$ cat config.mk
export PLATFORM = sky130hd
export DESIGN_NAME = sfcd_device_flat
export DESIGN_NICKNAME = d
export VERILOG_FILES = /design/src/inc/sfcd_pkg.sv /design/src/inc/sfcd_if.sv /design/src/rtl/sfcd_device.sv /design/src/flat_wrapper.sv
export SDC_FILE = /design/constraint.sdc
export NUM_CORES = 1
export LEC_CHECK = 0
export BUFFER_PORTS_ARGS = -buffer_cell sky130_fd_sc_hd__buf_2
export CORE_ASPECT_RATIO = 1.2
export CORE_MARGIN = 2
export CORE_UTILIZATION = 35
export CTS_BUF_LIST = sky130_fd_sc_hd__clkbuf_8 sky130_fd_sc_hd__clkbuf_16
export DETAILED_ROUTE_END_ITERATION = 10
export GPL_ROUTABILITY_DRIVEN = 0
export PLACE_DENSITY_LB_ADDON = 0.08
export SETUP_SLACK_MARGIN = 0.5
export SLEW_MARGIN = 40
export SYNTH_ARGS = -nofsm -noshare
export SYNTH_HDL_FRONTEND = slang
export SYNTH_SLANG_ARGS = --single-unit
$ cat constraint.sdc
create_clock -name mclk -period 3.59 [get_ports mclk]
set_input_delay 1.077 -clock mclk [delete_from_list [all_inputs] [get_ports mclk]]
set_output_delay 1.077 -clock mclk [all_outputs]
set_load 0.005 [all_outputs]
$ cat src/inc/sfcd_pkg.sv
/*
  Shared constants for the serial flash command decoder: opcodes, lane codes,
  phase clock counts and the frame phase enumeration.
  Assumes one clock domain, mclk, shared by both ends.
*/
package sfcd_pkg;

  localparam logic [7:0] OP_ERASE_4K     = 8'h20;
  localparam logic [7:0] OP_ERASE_32K    = 8'h52;
  localparam logic [7:0] OP_ERASE_64K    = 8'hD8;
  localparam logic [7:0] OP_CHIP_ERASE_A = 8'hC7;
  localparam logic [7:0] OP_CHIP_ERASE_B = 8'h60;
  localparam logic [7:0] OP_SUSPEND      = 8'h75;
  localparam logic [7:0] OP_RESUME       = 8'h7A;
  localparam logic [7:0] OP_RD_STAT1     = 8'h05;
  localparam logic [7:0] OP_RD_STAT2     = 8'h35;
  localparam logic [7:0] OP_RD_STAT3     = 8'h15;
  localparam logic [7:0] OP_WR_STAT1     = 8'h01;
  localparam logic [7:0] OP_WR_STAT2     = 8'h31;
  localparam logic [7:0] OP_WR_STAT3     = 8'h11;
  localparam logic [7:0] OP_ID_SINGLE    = 8'h90;
  localparam logic [7:0] OP_ID_DUAL      = 8'h92;
  localparam logic [7:0] OP_ID_QUAD      = 8'h94;
  localparam logic [7:0] OP_JEDEC_ID     = 8'h9F;
  localparam logic [7:0] OP_PARAM_TABLE  = 8'h5A;
  localparam logic [7:0] OP_UNIQUE_ID    = 8'h4B;

  // Lane codes of a phase: zero means the phase is absent
  localparam logic [2:0] LANE_NONE = 3'h0;
  localparam logic [2:0] LANE_ONE  = 3'h1;
  localparam logic [2:0] LANE_TWO  = 3'h2;
  localparam logic [2:0] LANE_FOUR = 3'h4;

  localparam logic [4:0] BITS_BYTE = 5'h08;
  localparam logic [4:0] BITS_ADDR = 5'h18;
  localparam logic [5:0] DUMMY_ID   = 6'h04;
  localparam logic [5:0] DUMMY_PTAB = 6'h08;
  localparam logic [5:0] DUMMY_UID  = 6'h20;
  localparam logic [1:0] NBYTES_ONE    = 2'h1;
  localparam logic [1:0] NBYTES_TWO    = 2'h2;
  localparam logic [1:0] NBYTES_THREE  = 2'h3;
  localparam logic [1:0] NBYTES_STREAM = 2'h0;

  typedef enum logic [2:0] {
    SFCD_IDLE,
    SFCD_OPCODE,
    SFCD_ADDR,
    SFCD_DUMMY,
    SFCD_DATA,
    SFCD_IGNORE,
    SFCD_DONE
  } sfcd_phase_t;

  typedef struct packed {
    logic       valid;
    logic [2:0] addr_lanes;
    logic [5:0] dummy;
    logic [2:0] data_lanes;
    logic       dev_drives;
    logic [1:0] nbytes;
  } sfcd_frame_t;

  // Frame shape of an opcode, all zero for an unknown one
  function automatic sfcd_frame_t sfcd_lookup(input logic [7:0] op);
    sfcd_frame_t f;
    f = '0;
    unique case (op)
      OP_ERASE_4K, OP_ERASE_32K, OP_ERASE_64K: begin
        f = '{1'b1, LANE_ONE, 6'h00, LANE_NONE, 1'b0, NBYTES_ONE};
      end
      OP_CHIP_ERASE_A, OP_CHIP_ERASE_B, OP_SUSPEND, OP_RESUME: begin
        f = '{1'b1, LANE_NONE, 6'h00, LANE_NONE, 1'b0, NBYTES_ONE};
      end
      OP_RD_STAT1, OP_RD_STAT2, OP_RD_STAT3: begin
        f = '{1'b1, LANE_NONE, 6'h00, LANE_ONE, 1'b1, NBYTES_ONE};
      end
      OP_WR_STAT1, OP_WR_STAT2, OP_WR_STAT3: begin
        f = '{1'b1, LANE_NONE, 6'h00, LANE_ONE, 1'b0, NBYTES_ONE};
      end
      OP_ID_SINGLE: begin
        f = '{1'b1, LANE_ONE, 6'h00, LANE_ONE, 1'b1, NBYTES_TWO};
      end
      OP_ID_DUAL: begin
        f = '{1'b1, LANE_TWO, DUMMY_ID, LANE_TWO, 1'b1, NBYTES_TWO};
      end
      OP_ID_QUAD: begin
        f = '{1'b1, LANE_FOUR, DUMMY_ID, LANE_FOUR, 1'b1, NBYTES_TWO};
      end
      OP_JEDEC_ID: begin
        f = '{1'b1, LANE_NONE, 6'h00, LANE_ONE, 1'b1, NBYTES_THREE};
      end
      OP_PARAM_TABLE: begin
        f = '{1'b1, LANE_ONE, DUMMY_PTAB, LANE_ONE, 1'b1, NBYTES_STREAM};
      end
      OP_UNIQUE_ID: begin
        f = '{1'b1, LANE_NONE, DUMMY_UID, LANE_ONE, 1'b1, NBYTES_STREAM};
      end
      default: begin
        f = '0;
      end
    endcase
    return f;
  endfunction : sfcd_lookup

  // Clocks of a phase of nbits on a given lane count (8/4/2, 24/12/6)
  function automatic logic [4:0] sfcd_clocks(input logic [4:0] nbits,
                                            input logic [2:0] lanes);
    logic [4:0] c;
    c = 5'h00;
    unique case (lanes)
      LANE_ONE:  c = nbits;
      LANE_TWO:  c = nbits >> 1;
      LANE_FOUR: c = nbits >> 2;
      default:   c = 5'h00;
    endcase
    return c;
  endfunction : sfcd_clocks

endpackage : sfcd_pkg

$ cat src/inc/sfcd_if.sv
/*
  Serial link between host and flash command decoder.
  Chip select, serial clock and four data lanes, each lane
  driven by one end at a time; the bench resolves the wire from the enables.
*/
`timescale 1ns/100ps
interface sfcd_if;
  logic       cs_n;
  logic       sck;
  logic [3:0] host_io;
  logic [3:0] host_io_oe;
  logic [3:0] dev_io;
  logic [3:0] dev_io_oe;
  logic [3:0] io_in;

  modport host (
    output cs_n,
    output sck,
    output host_io,
    output host_io_oe,
    input  io_in
  );

  modport device (
    input  cs_n,
    input  sck,
    output dev_io,
    output dev_io_oe,
    input  io_in
  );
endinterface : sfcd_if

$ cat src/rtl/sfcd_device.sv
/*
  Device end: decodes each opcode after chip select falls and walks the
  frame through address, dummy and data phases at the right lane width.
  Assumes the host clocks the link with sck held high for HALF mclk cycles per bit;
  pins are synchronised here. Data bytes come from / go to the user side.
*/
// Overview of operation
// - Erase 20h/52h/D8h: opcode, single-lane address only
// - C7h/60h, 75h, 7Ah: opcode-only frames
// - Status reads return one single-lane byte
// - Status writes take one single-lane byte
// - 92h dual ID with 4 dummies; 90h single
// - 94h quad ID; 9Fh returns three bytes
// - 5Ah: address, 8 dummies, streamed data
// - 4Bh: 32 dummies, streamed data, no address
// - Opcode always 8 clocks on a single lane
// - Address clocks 24/12/6 by lane count
// - Data byte clocks 8/4/2 by lanes
// - Zero-coded phases are skipped entirely
// - Unknown opcode ignored until chip select cycles
// - MSB first; frame bounded by chip select
// - Early chip select release returns to idle
`timescale 1ns/100ps
module sfcd_device
  import sfcd_pkg::*;
(
  input  wire logic  mclk,
  input  wire logic  reset_n,
  sfcd_if.device     link,
  output logic [7:0] opcode,
  output logic       cmd_start,
  output logic [23:0] addr,
  output logic       addr_valid,
  input  wire logic [7:0] tx_byte,
  output logic       tx_take,
  output logic [7:0] rx_byte,
  output logic       rx_valid,
  output logic       frame_end
);

  logic [2:0]  cs_sync;
  logic [2:0]  sck_sync;
  logic [3:0]  io_s1;
  logic [3:0]  io_s2;
  logic        cs_q;
  logic        cs_act;
  logic        tick;
  sfcd_phase_t phase;
  sfcd_frame_t frame;
  logic [5:0]  cnt;
  logic [7:0]  shreg;
  logic [23:0] ashift;
  logic [1:0]  bytes_done;
  logic [2:0]  lanes;
  logic [4:0]  byte_clks;
  logic [7:0]  op_in;
  sfcd_frame_t op_shape;

  // First stage feeds only the second
  always_ff @(posedge mclk) begin
    if (!reset_n) begin
      cs_sync  <= 3'h7;
      sck_sync <= 3'h0;
      io_s1    <= 4'h0;
      io_s2    <= 4'h0;
    end else begin
      cs_sync  <= {cs_sync[1:0], link.cs_n};
      sck_sync <= {sck_sync[1:0], link.sck};
      io_s1    <= link.io_in;
      io_s2    <= io_s1;
    end
  end

  assign cs_act = !cs_sync[1];
  assign cs_q   = !cs_sync[2];
  assign tick   = sck_sync[1] & !sck_sync[2] & cs_act;
  assign lanes  = (phase == SFCD_ADDR) ? frame.addr_lanes : frame.data_lanes;
  assign byte_clks = sfcd_clocks(BITS_BYTE, frame.data_lanes);
  assign op_in     = {shreg[6:0], io_s2[0]};
  assign op_shape  = sfcd_lookup(op_in);

  always_ff @(posedge mclk) begin
    if (!reset_n) begin
      phase      <= SFCD_IDLE;
      cnt        <= 6'h00;
      shreg      <= 8'h00;
      ashift     <= 24'h000000;
      frame      <= '0;
      opcode     <= 8'h00;
      bytes_done <= 2'h0;
    end else if (!cs_act) begin
      phase <= SFCD_IDLE;
    end else if (phase == SFCD_IDLE && !cs_q) begin
      phase      <= SFCD_OPCODE;
      cnt        <= 6'h00;
      bytes_done <= 2'h0;
      frame      <= '0;
    end else if (tick) begin
      unique case (phase)
        SFCD_OPCODE: begin
          shreg <= {shreg[6:0], io_s2[0]};
          cnt   <= cnt + 6'h01;
          if (cnt == 6'(BITS_BYTE - 5'h01)) begin
            opcode <= op_in;
            frame  <= op_shape;
            cnt    <= 6'h00;
            phase  <= SFCD_DONE;
          end
        end
        SFCD_ADDR: begin
          unique case (frame.addr_lanes)
            LANE_TWO:  ashift <= {ashift[21:0], io_s2[1:0]};
            LANE_FOUR: ashift <= {ashift[19:0], io_s2};
            default:   ashift <= {ashift[22:0], io_s2[0]};
          endcase
          cnt <= cnt + 6'h01;
          // No supported opcode carries mode clocks, so the address ends the phase
          if (cnt == 6'(sfcd_clocks(BITS_ADDR, frame.addr_lanes) - 5'h01)) begin
            cnt   <= 6'h00;
            phase <= SFCD_DONE;
          end
        end
        SFCD_DUMMY: begin
          cnt <= cnt + 6'h01;
          if (cnt == frame.dummy - 6'h01) begin
            cnt   <= 6'h00;
            phase <= SFCD_DATA;
          end
        end
        SFCD_DATA: begin
          unique case (frame.data_lanes)
            LANE_TWO:  shreg <= {shreg[5:0], io_s2[1:0]};
            LANE_FOUR: shreg <= {shreg[3:0], io_s2};
            default:   shreg <= {shreg[6:0], io_s2[0]};
          endcase
          cnt <= cnt + 6'h01;
          if (cnt == 6'(byte_clks - 5'h01)) begin
            cnt        <= 6'h00;
            bytes_done <= bytes_done + 2'h1;
            if (frame.nbytes != NBYTES_STREAM
                && bytes_done + 2'h1 == frame.nbytes) begin
              phase <= SFCD_IGNORE;
            end
          end
        end
        default: begin
        end
      endcase
    end else if (phase == SFCD_DONE) begin
      // Next phase chosen from the latched opcode; absent phases skipped
      if (!frame.valid) begin
        phase <= SFCD_IGNORE;
      end else if (frame.addr_lanes != LANE_NONE && !addr_valid) begin
        phase <= SFCD_ADDR;
      end else begin
        frame.addr_lanes <= LANE_NONE;
        if (frame.dummy != 6'h00) begin
          phase <= SFCD_DUMMY;
        end else if (frame.data_lanes != LANE_NONE) begin
          phase <= SFCD_DATA;
        end else begin
          phase <= SFCD_IGNORE;
        end
      end
    end
  end

  // Address reported once after its phase completes
  always_ff @(posedge mclk) begin
    if (!reset_n || !cs_act) begin
      addr_valid <= 1'b0;
      addr       <= 24'h000000;
    end else if (phase == SFCD_ADDR && tick
                 && cnt == 6'(sfcd_clocks(BITS_ADDR, frame.addr_lanes) - 5'h01)) begin
      addr_valid <= 1'b1;
      unique case (frame.addr_lanes)
        LANE_TWO:  addr <= {ashift[21:0], io_s2[1:0]};
        LANE_FOUR: addr <= {ashift[19:0], io_s2};
        default:   addr <= {ashift[22:0], io_s2[0]};
      endcase
    end
  end

  // Strobes to the user side
  always_ff @(posedge mclk) begin
    if (!reset_n) begin
      cmd_start <= 1'b0;
      rx_valid  <= 1'b0;
      rx_byte   <= 8'h00;
      frame_end <= 1'b0;
    end else begin
      cmd_start <= phase == SFCD_OPCODE && tick && cnt == 6'(BITS_BYTE - 5'h01)
                   && op_shape.valid;
      frame_end <= cs_q && !cs_act;
      rx_valid  <= 1'b0;
      if (phase == SFCD_DATA && tick && !frame.dev_drives
          && cnt == 6'(byte_clks - 5'h01)) begin
        rx_valid <= 1'b1;
        unique case (frame.data_lanes)
          LANE_TWO:  rx_byte <= {shreg[5:0], io_s2[1:0]};
          LANE_FOUR: rx_byte <= {shreg[3:0], io_s2};
          default:   rx_byte <= {shreg[6:0], io_s2[0]};
        endcase
      end
    end
  end

  // Output shifter: loads a byte at each byte boundary, MSB first
  logic [7:0] tx_sh;
  // One pulse per byte at its first tick; tx_byte must stand until then
  assign tx_take = phase == SFCD_DATA && frame.dev_drives && cnt == 6'h00 && tick;
  always_ff @(posedge mclk) begin
    if (!reset_n || !cs_act) begin
      tx_sh <= 8'h00;
    end else if (phase == SFCD_DATA && frame.dev_drives && tick) begin
      unique case (frame.data_lanes)
        LANE_TWO:  tx_sh <= (cnt == 6'h00) ? {tx_byte[5:0], 2'h0} : {tx_sh[5:0], 2'h0};
        LANE_FOUR: tx_sh <= (cnt == 6'h00) ? {tx_byte[3:0], 4'h0} : {tx_sh[3:0], 4'h0};
        default:   tx_sh <= (cnt == 6'h00) ? {tx_byte[6:0], 1'b0} : {tx_sh[6:0], 1'b0};
      endcase
    end
  end

  logic [7:0] cur;
  assign cur = (cnt == 6'h00) ? tx_byte : tx_sh;
  always_ff @(posedge mclk) begin
    if (!reset_n) begin
      link.dev_io    <= 4'h0;
      link.dev_io_oe <= 4'h0;
    end else if (phase == SFCD_DATA && frame.dev_drives && cs_act) begin
      unique case (lanes)
        LANE_TWO:  link.dev_io <= {2'h0, cur[7:6]};
        LANE_FOUR: link.dev_io <= cur[7:4];
        default:   link.dev_io <= {2'h0, cur[7], 1'b0};
      endcase
      unique case (lanes)
        LANE_TWO:  link.dev_io_oe <= 4'h3;
        LANE_FOUR: link.dev_io_oe <= 4'hF;
        default:   link.dev_io_oe <= 4'h2;
      endcase
    end else begin
      link.dev_io    <= 4'h0;
      link.dev_io_oe <= 4'h0;
    end
  end

endmodule : sfcd_device

$ cat src/flat_wrapper.sv
// flat-port wrapper written by rule: the top's interface ports become plain ports
module sfcd_device_flat import sfcd_pkg::*;
  (mclk, reset_n, opcode, cmd_start, addr, addr_valid, tx_byte, tx_take, rx_byte, rx_valid, frame_end, link_cs_n, link_sck, link_dev_io, link_dev_io_oe, link_io_in);
  sfcd_if link_i ();
  input  wire logic mclk;
  input  wire logic reset_n;
  output logic [7:0] opcode;
  output logic cmd_start;
  output logic [23:0] addr;
  output logic addr_valid;
  input  wire logic [7:0] tx_byte;
  output logic tx_take;
  output logic [7:0] rx_byte;
  output logic rx_valid;
  output logic frame_end;
  input wire logic [$bits(link_i.cs_n)-1:0] link_cs_n;
  input wire logic [$bits(link_i.sck)-1:0] link_sck;
  output wire logic [$bits(link_i.dev_io)-1:0] link_dev_io;
  output wire logic [$bits(link_i.dev_io_oe)-1:0] link_dev_io_oe;
  input wire logic [$bits(link_i.io_in)-1:0] link_io_in;
  assign link_i.cs_n = link_cs_n;
  assign link_i.sck = link_sck;
  assign link_dev_io = link_i.dev_io;
  assign link_dev_io_oe = link_i.dev_io_oe;
  assign link_i.io_in = link_io_in;
  sfcd_device u_core (.mclk(mclk), .reset_n(reset_n), .link(link_i), .opcode(opcode), .cmd_start(cmd_start), .addr(addr), .addr_valid(addr_valid), .tx_byte(tx_byte), .tx_take(tx_take), .rx_byte(rx_byte), .rx_valid(rx_valid), .frame_end(frame_end));
endmodule
## Word-level counts from Yosys, hierarchy flattened

Index checks and enable logic that the tools add are counted.

- Flip-flop bits (word level): 131
- Bits of input ports: 16
- Output and inout bits: 53
- Word-level logic and storage cells: 200

- Add/subtract/negate cells: 6
- Equal/unequal tests: 53
- Muxes and demuxes: 54
- Bitwise gates (word level): 5
- Reduce and logical (&&, ||, !) cells: 56

Operator list:

| cell | count |
|---|---|
| case mux 16 bit (10 select lines) | 1 |
| == test 8 x 7 -> 1 bit, second input constant | 6 |
| == test 8 bit, second input constant | 6 |
| 2-to-1 mux 16 bit | 3 |
| case mux 24 bit (2 select lines) | 1 |
| 2-to-1 mux 3 bit | 15 |
| 2-to-1 mux 6 bit | 6 |
| 2-to-1 mux 8 bit | 4 |
| case mux 8 bit (2 select lines) | 2 |
| 2-to-1 mux 5 bit | 6 |
| == test 6 bit | 4 |
| == test 8 x 6 -> 1 bit, second input constant | 3 |
| case mux 6 bit (4 select lines) | 1 |
| != test 3 bit, second input constant | 7 |
| != test 4 bit, second input constant | 5 |
| logical AND 1 bit | 17 |
| == test 8 x 5 -> 1 bit, second input constant | 2 |
| case mux 4 bit (2 select lines) | 2 |
| AND reduction 4 bit | 4 |
| nonzero test 2 bit | 8 |
| == test 3 x 2 -> 1 bit, second input constant | 5 |
| == test 3 bit, second input constant | 5 |
| case mux 5 bit (3 select lines) | 1 |
| case mux 7 bit (2 select lines) | 1 |
| 35 further kinds | 59 |

## Longest topological paths before layout

- Word-level depth: 13
- Gate-level depth with buffers: 13
- Mapped depth without buffers: 10

## Least setup slack after synthesis

Ideal clock, no wire load.

- Path type: register -> register
- From: register u_core.frame[5] (netlist bit)
- To: register u_core.phase[1]
- Library setup time: 0.122 ns
- Arrival time: 2.831 ns
- Required time: 3.468 ns
- Setup slack: 0.637 ns
- Cell stages (with the launch flop): 13
- Buffers on the path: 2
- Clock period less this slack: 2.953 ns
- Cell sequence: dfxtp_1 > buf_2 > or3b_2 > clkbuf_1 > nand2_1 > clkinv_1 > ha_1 > xor2_1 > nand4_1 > mux2i_1 > o211ai_1 > o32a_2 > o311a_1

- Longest elaborated chain between the ends: 6
- Elaborated cells on any way between the ends: 8
- Those cells by class: 1 x add/sub; 5 x eq/ne; 1 x mux; 1 x reduce/logical

RTL lines:

| what | line | RTL |
|---|---|---|
| start: declaration | sfcd_device.sv:49 | `sfcd_frame_t frame;` |
| start signal: assignment | sfcd_device.sv:105 | `frame <= op_shape;` |
| == test 3 bit (tied with other cells) | sfcd_pkg.sv:110 | `unique case (lanes)` |
| case mux 4 bit (3 select lines) (*) | sfcd_pkg.sv:110 |  |
| subtractor 4 x 1 -> 5 bit (*) | sfcd_device.sv:137 | `if (cnt == 6'(byte_clks - 5'h01)) begin` |
| == test 6 bit (*) | sfcd_device.sv:137 |  |
| != test 3 bit (no source line) (*) | -- |  |
| AND reduction 7 bit (no source line) (*) | -- |  |
| end signal: assignment | sfcd_device.sv:142 | `phase <= SFCD_IGNORE;` |
| end signal: assignment | sfcd_device.sv:152 | `phase <= SFCD_IGNORE;` |
| end signal: assignment | sfcd_device.sv:154 | `phase <= SFCD_ADDR;` |
| end: declaration | sfcd_device.sv:48 | `sfcd_phase_t phase;` |

Every way passes the cells marked *; elsewhere a longest branch is shown, timed or not.
A chain may end at the register's enable or synchronous reset.

## Worst setup path in the final report

- From: register u_core.phase[0]
- To: output tx_take

- Longest elaborated chain between the ends: 4

RTL lines:

| what | line | RTL |
|---|---|---|
| start signal: assignment | sfcd_device.sv:84 | `phase <= SFCD_IDLE;` |
| start signal: assignment | sfcd_device.sv:92 | `phase <= SFCD_IDLE;` |
| start signal: assignment | sfcd_device.sv:94 | `phase <= SFCD_OPCODE;` |
| == test 3 bit | sfcd_device.sv:211 | `assign tx_take = phase == SFCD_DATA && frame.dev_drives && cnt == 6'h00 && tick;` |
| logical AND 1 bit (3 in series) | sfcd_device.sv:211 |  |
| end: declaration | flat_wrapper.sv:12 | `output logic tx_take;` |

No other way between the ends.

==> reports/summary.json <==
{
  "slew-limit-headroom": {"value": 49.9, "unit": "%"},
  "io_pins": {"value": 69},
  "final_core_util": {"value": 41.2, "unit": "%"},
  "setup.worst_path.end_class": {"value": "output pin"},
  "synth.top_cell.area_share": {"value": 39.6, "unit": "%"},
  "first_iter_violations": {"value": 421},
  "required": {"value": 2.51, "unit": "ns"},
  "worstSetupPathType": {"value": "reg2out"},
  "routed_wirelength": {"value": 19.2, "unit": "mm"},
  "multi_input_area": {"value": 0.00353, "unit": "mm2"},
  "synth_edf_count": {"value": 0},
  "netlist.top_cell.by_area": {"value": "sky130_fd_sc_hd__dfxtp_1"},
  "filler_cell_count": {"value": 1835},
  "synth_nets": {"value": 799},
  "critPathArrivalTime": {"value": 1.90, "unit": "ns"},
  "flow.area_growth_from_synthesis": {"value": 16.7, "unit": "%"},
  "detail_route.first_pass.iterations": {"value": 5},
  "row_count": {"value": 54},
  "drv_slew": {"value": 0},
  "final_min_period_over_clock_period": {"value": 82.8, "unit": "%"},
  "syn-instance-count": {"value": 778},
  "global_route_wire_length_before_repair": {"value": 30.4, "unit": "mm"},
  "cts_buf_count": {"value": 17},
  "finalNetCount": {"value": 835},
  "drv.max_cap_violation_count": {"value": 0},
  "residual_drc_count": {"value": 0},
  "yosys_most_used_dff": {"value": "sky130_fd_sc_hd__dfxtp_1"},
  "die-area": {"value": 0.0193, "unit": "mm2"},
  "number_of_diodes": {"value": 0},
  "hp-start": {"value": "u_core.cs_sync[0]$_SDFF_PN1_"},
  "final.min_clock_period": {"value": 2.97, "unit": "ns"},
  "critPathLaunch": {"value": "u_core.phase[0]$_SDFFE_PP0P_"},
  "start_util": {"value": 35.3, "unit": "%"},
  "htree_num_levels": {"value": 4},
  "tightestPinTransition": {"value": 0.749, "unit": "ns"},
  "maximum_root_to_sink_buffer_count": {"value": 2},
  "setup.reg_to_reg.worst_slack": {"value": 0.66, "unit": "ns"},
  "grt_overflow_total": {"value": 0},
  "status": {"value": "completed"},
  "pwr_density_cell": {"value": 421, "unit": "mW/mm2"},
  "synth_adder_area_share": {"value": 1.14, "unit": "%"},
  "die-height": {"value": 152, "unit": "um"},
  "global_route.usage.total": {"value": 20.2, "unit": "%"},
  "synth_seq_cells": {"value": 126},
  "total_leakage_power": {"value": 2.79, "unit": "nW"},
  "r2r_start": {"value": "u_core.frame[5]$_SDFFE_PN0P_"},
  "largest_family_of_logic_cells_by_synthesized_area": {"value": "simple AND/OR/NAND/NOR gates"},
  "first_global_vias": {"value": 5552},
  "cts_root_buffer": {"value": "sky130_fd_sc_hd__clkbuf_16"},
  "netlist_area": {"value": 0.00637, "unit": "mm2"},
  "final-setup-viol-count": {"value": 0},
  "hold_path_class": {"value": "reg2reg"},
  "fin_worst_hold_slack": {"value": 0.412, "unit": "ns"},
  "synthXorXnorAreaFrac": {"value": 1.37, "unit": "%"},
  "synth_seq_area_share": {"value": 39.6, "unit": "%"},
  "post_drt_via_cell_ratio": {"value": 5.64},
  "latest_clock_arrival_within_the_worst_skew_pair": {"value": 0.43, "unit": "ns"},
  "finalWorstSetupSlack": {"value": 0.617, "unit": "ns"},
  "synth_simple_gate_area_share": {"value": 25.6, "unit": "%"},
  "cts_tree": {"value": "yes"},
  "yosys.cell_types.count": {"value": 75},
  "coreArea": {"value": 0.0180, "unit": "mm2"},
  "via_count": {"value": 5926},
  "synthesis.yosys.warnings": {"value": 0},
  "placement.io_buffers": {"value": 68},
  "floorplan.die.width": {"value": 127, "unit": "um"},
  "postCtsHoldBufs": {"value": 0},
  "drt.antenna.violating_nets": {"value": 0},
  "place.detailed.hpwl": {"value": 13.2, "unit": "mm"},
  "synth-compound-area-share": {"value": 24.0, "unit": "%"},
  "muxShareOfSynthArea": {"value": 2.51, "unit": "%"},
  "synth.area.top_cells": {"value": "sky130_fd_sc_hd__dfxtp_1 (40%), sky130_fd_sc_hd__a21oi_1 (5.1%), sky130_fd_sc_hd__nor2_1 (4.5%)"},
  "numClockSinks": {"value": 126},
  "antenna_found_initial": {"value": 0},
  "detail_route.wl_per_cell": {"value": 18.3, "unit": "um"},
  "power.total": {"value": 3.13, "unit": "mW"},
  "category_of_the_worst_setup_path_launch_point": {"value": "flop"},
  "finClkSkew": {"value": 0.0203, "unit": "ns"},
  "asyncSetResetFlopFracSynth": {"value": 0, "unit": "%"},
  "synth_most_common_cell": {"value": "sky130_fd_sc_hd__dfxtp_1"},
  "vdd.ir_drop.worst": {"value": 0.320, "unit": "mV"},
  "post_synth_top_cells": {"value": "sky130_fd_sc_hd__dfxtp_1 (126), sky130_fd_sc_hd__nor2_1 (76), sky130_fd_sc_hd__a21oi_1 (65), sky130_fd_sc_hd__nand2_1 (57), sky130_fd_sc_hd__clkbuf_1 (51)"},
  "cp_max_fo": {"value": 16},
  "post_route_cells_drive_above_1_share": {"value": 18.1, "unit": "%"},
  "timing_hold_violations_final": {"value": 0},
  "dpl_worst_slack": {"value": 0.298, "unit": "ns"},
  "post_synth.cell_area_avg": {"value": 8.19, "unit": "um2"},
  "worst_setup_hold_path_clk_slew": {"value": 0.06, "unit": "ns"},
  "final-seq-area": {"value": 0.00253, "unit": "mm2"},
  "max_freq": {"value": 0.336, "unit": "GHz"},
  "grt_setup_unrepaired": {"value": "no"},
  "final.setup.tns": {"value": 0, "unit": "ns"},
  "grt_max_degree": {"value": 69}
}
## kinds of logic after synthesis
group,after synthesis
and+or+nand+nor,309
AOI/OAI and AO/OA,223
DFF,126
buffers and inverters,88
muxes,16
xor gates and xnor gates,10
adders and majority gates,6
## path summary, 6_finish.rpt
kind | to | depth (start not counted)
setup / recovery | tx_take | 4
hold reg to reg | u_core.cs_sync[1]$_SDFF_PN1_ | 1
hold / removal | u_core.cs_sync[1]$_SDFF_PN1_ | 1
setup reg to reg | u_core.phase[1]$_SDFFE_PP0P_ | 10
## sequential cells by signal (all words and copies together) (netlist names), 2 cells and up
register / flops
u_core.addr: 24
u_core.ashift: 23
u_core.bytes_done: 2
u_core.cnt: 6
u_core.cs_sync: 3
u_core.frame: 13
u_core.io_s1: 4
u_core.io_s2: 4
u_core.link.dev_io: 4
u_core.link.dev_io_oe: 3
u_core.opcode: 8
u_core.phase: 3
u_core.rx_byte: 8
u_core.sck_sync: 3
u_core.shreg: 7
u_core.tx_sh: 7
## what timing repair did
item                                    in CTS  in global routing
setup buffers                                0                  1
resized for setup                            4                  7
pin swaps                                    0                  1
endpoints found under the setup margin      16                 18
## routing by layer
layer,wire length (um),vias up,global-route usage [%]
li1,-,2898,-
met1,8550,2861,25.1
met2,9730,139,34.9
met3,593,28,3.79
met4,365,0,7.80
met5,0,-,0
## through the flow
step	cells	cell area, um2
floorplan	778	6370
global placement	1018	6840
detailed placement	1018	6840
CTS	1050	7410
global route	1051	7440
finish	1051	7440
## worst max-delay path, cell delays in order, from the launching register on
cell	delay (ns)
sky130_fd_sc_hd__dfxtp_1	0.72
sky130_fd_sc_hd__nor3b_2	0.11
sky130_fd_sc_hd__and3_2	0.31
sky130_fd_sc_hd__and2_1	0.19
sky130_fd_sc_hd__buf_2	0.13
## cells in the final DEF, fill, tap and decap left out, types with 8 or more instances in the layout
| master | n |
|---|---|
| sky130_fd_sc_hd__nand4_1 | 11 |
| sky130_fd_sc_hd__a21oi_1 | 65 |
| sky130_fd_sc_hd__nor2_1 | 76 |
| sky130_fd_sc_hd__nand2_1 | 57 |
| sky130_fd_sc_hd__inv_1 | 17 |
| sky130_fd_sc_hd__nor2b_1 | 29 |
| sky130_fd_sc_hd__buf_4 | 19 |
| sky130_fd_sc_hd__clkbuf_16 | 17 |
| sky130_fd_sc_hd__o211ai_1 | 8 |
| sky130_fd_sc_hd__a31oi_1 | 23 |
| sky130_fd_sc_hd__nand3_1 | 20 |
| sky130_fd_sc_hd__o21ai_0 | 19 |
| sky130_fd_sc_hd__a22o_1 | 25 |
| sky130_fd_sc_hd__a211oi_1 | 33 |
| sky130_fd_sc_hd__buf_2 | 68 |
| sky130_fd_sc_hd__mux2i_1 | 15 |
| sky130_fd_sc_hd__dfxtp_1 | 122 |
| sky130_fd_sc_hd__inv_6 | 8 |
| sky130_fd_sc_hd__and2_1 | 16 |
| sky130_fd_sc_hd__nor3_1 | 36 |
| sky130_fd_sc_hd__nand2b_1 | 11 |
## area by class of cell
| class | instances | share of cell area, % |
|---|---|---|
| repair buffers | 87 | 6.50 |
| clock buffers | 17 | 5.72 |
| inverters | 18 | 0.909 |
| flip-flops and latches | 126 | 34.0 |
| clock inverters | 15 | 1.68 |
| multi-input cells | 564 | 47.4 |
| well taps | 224 | 3.77 |
## power by group
part / switching (mW) / internal [mW]
clock: 0.721 / 0.904
sequential: 0.0144 / 1.41
combinational: 0.0525 / 0.0292
total: 0.788 / 2.34
(Power assumes the default switching activity.)
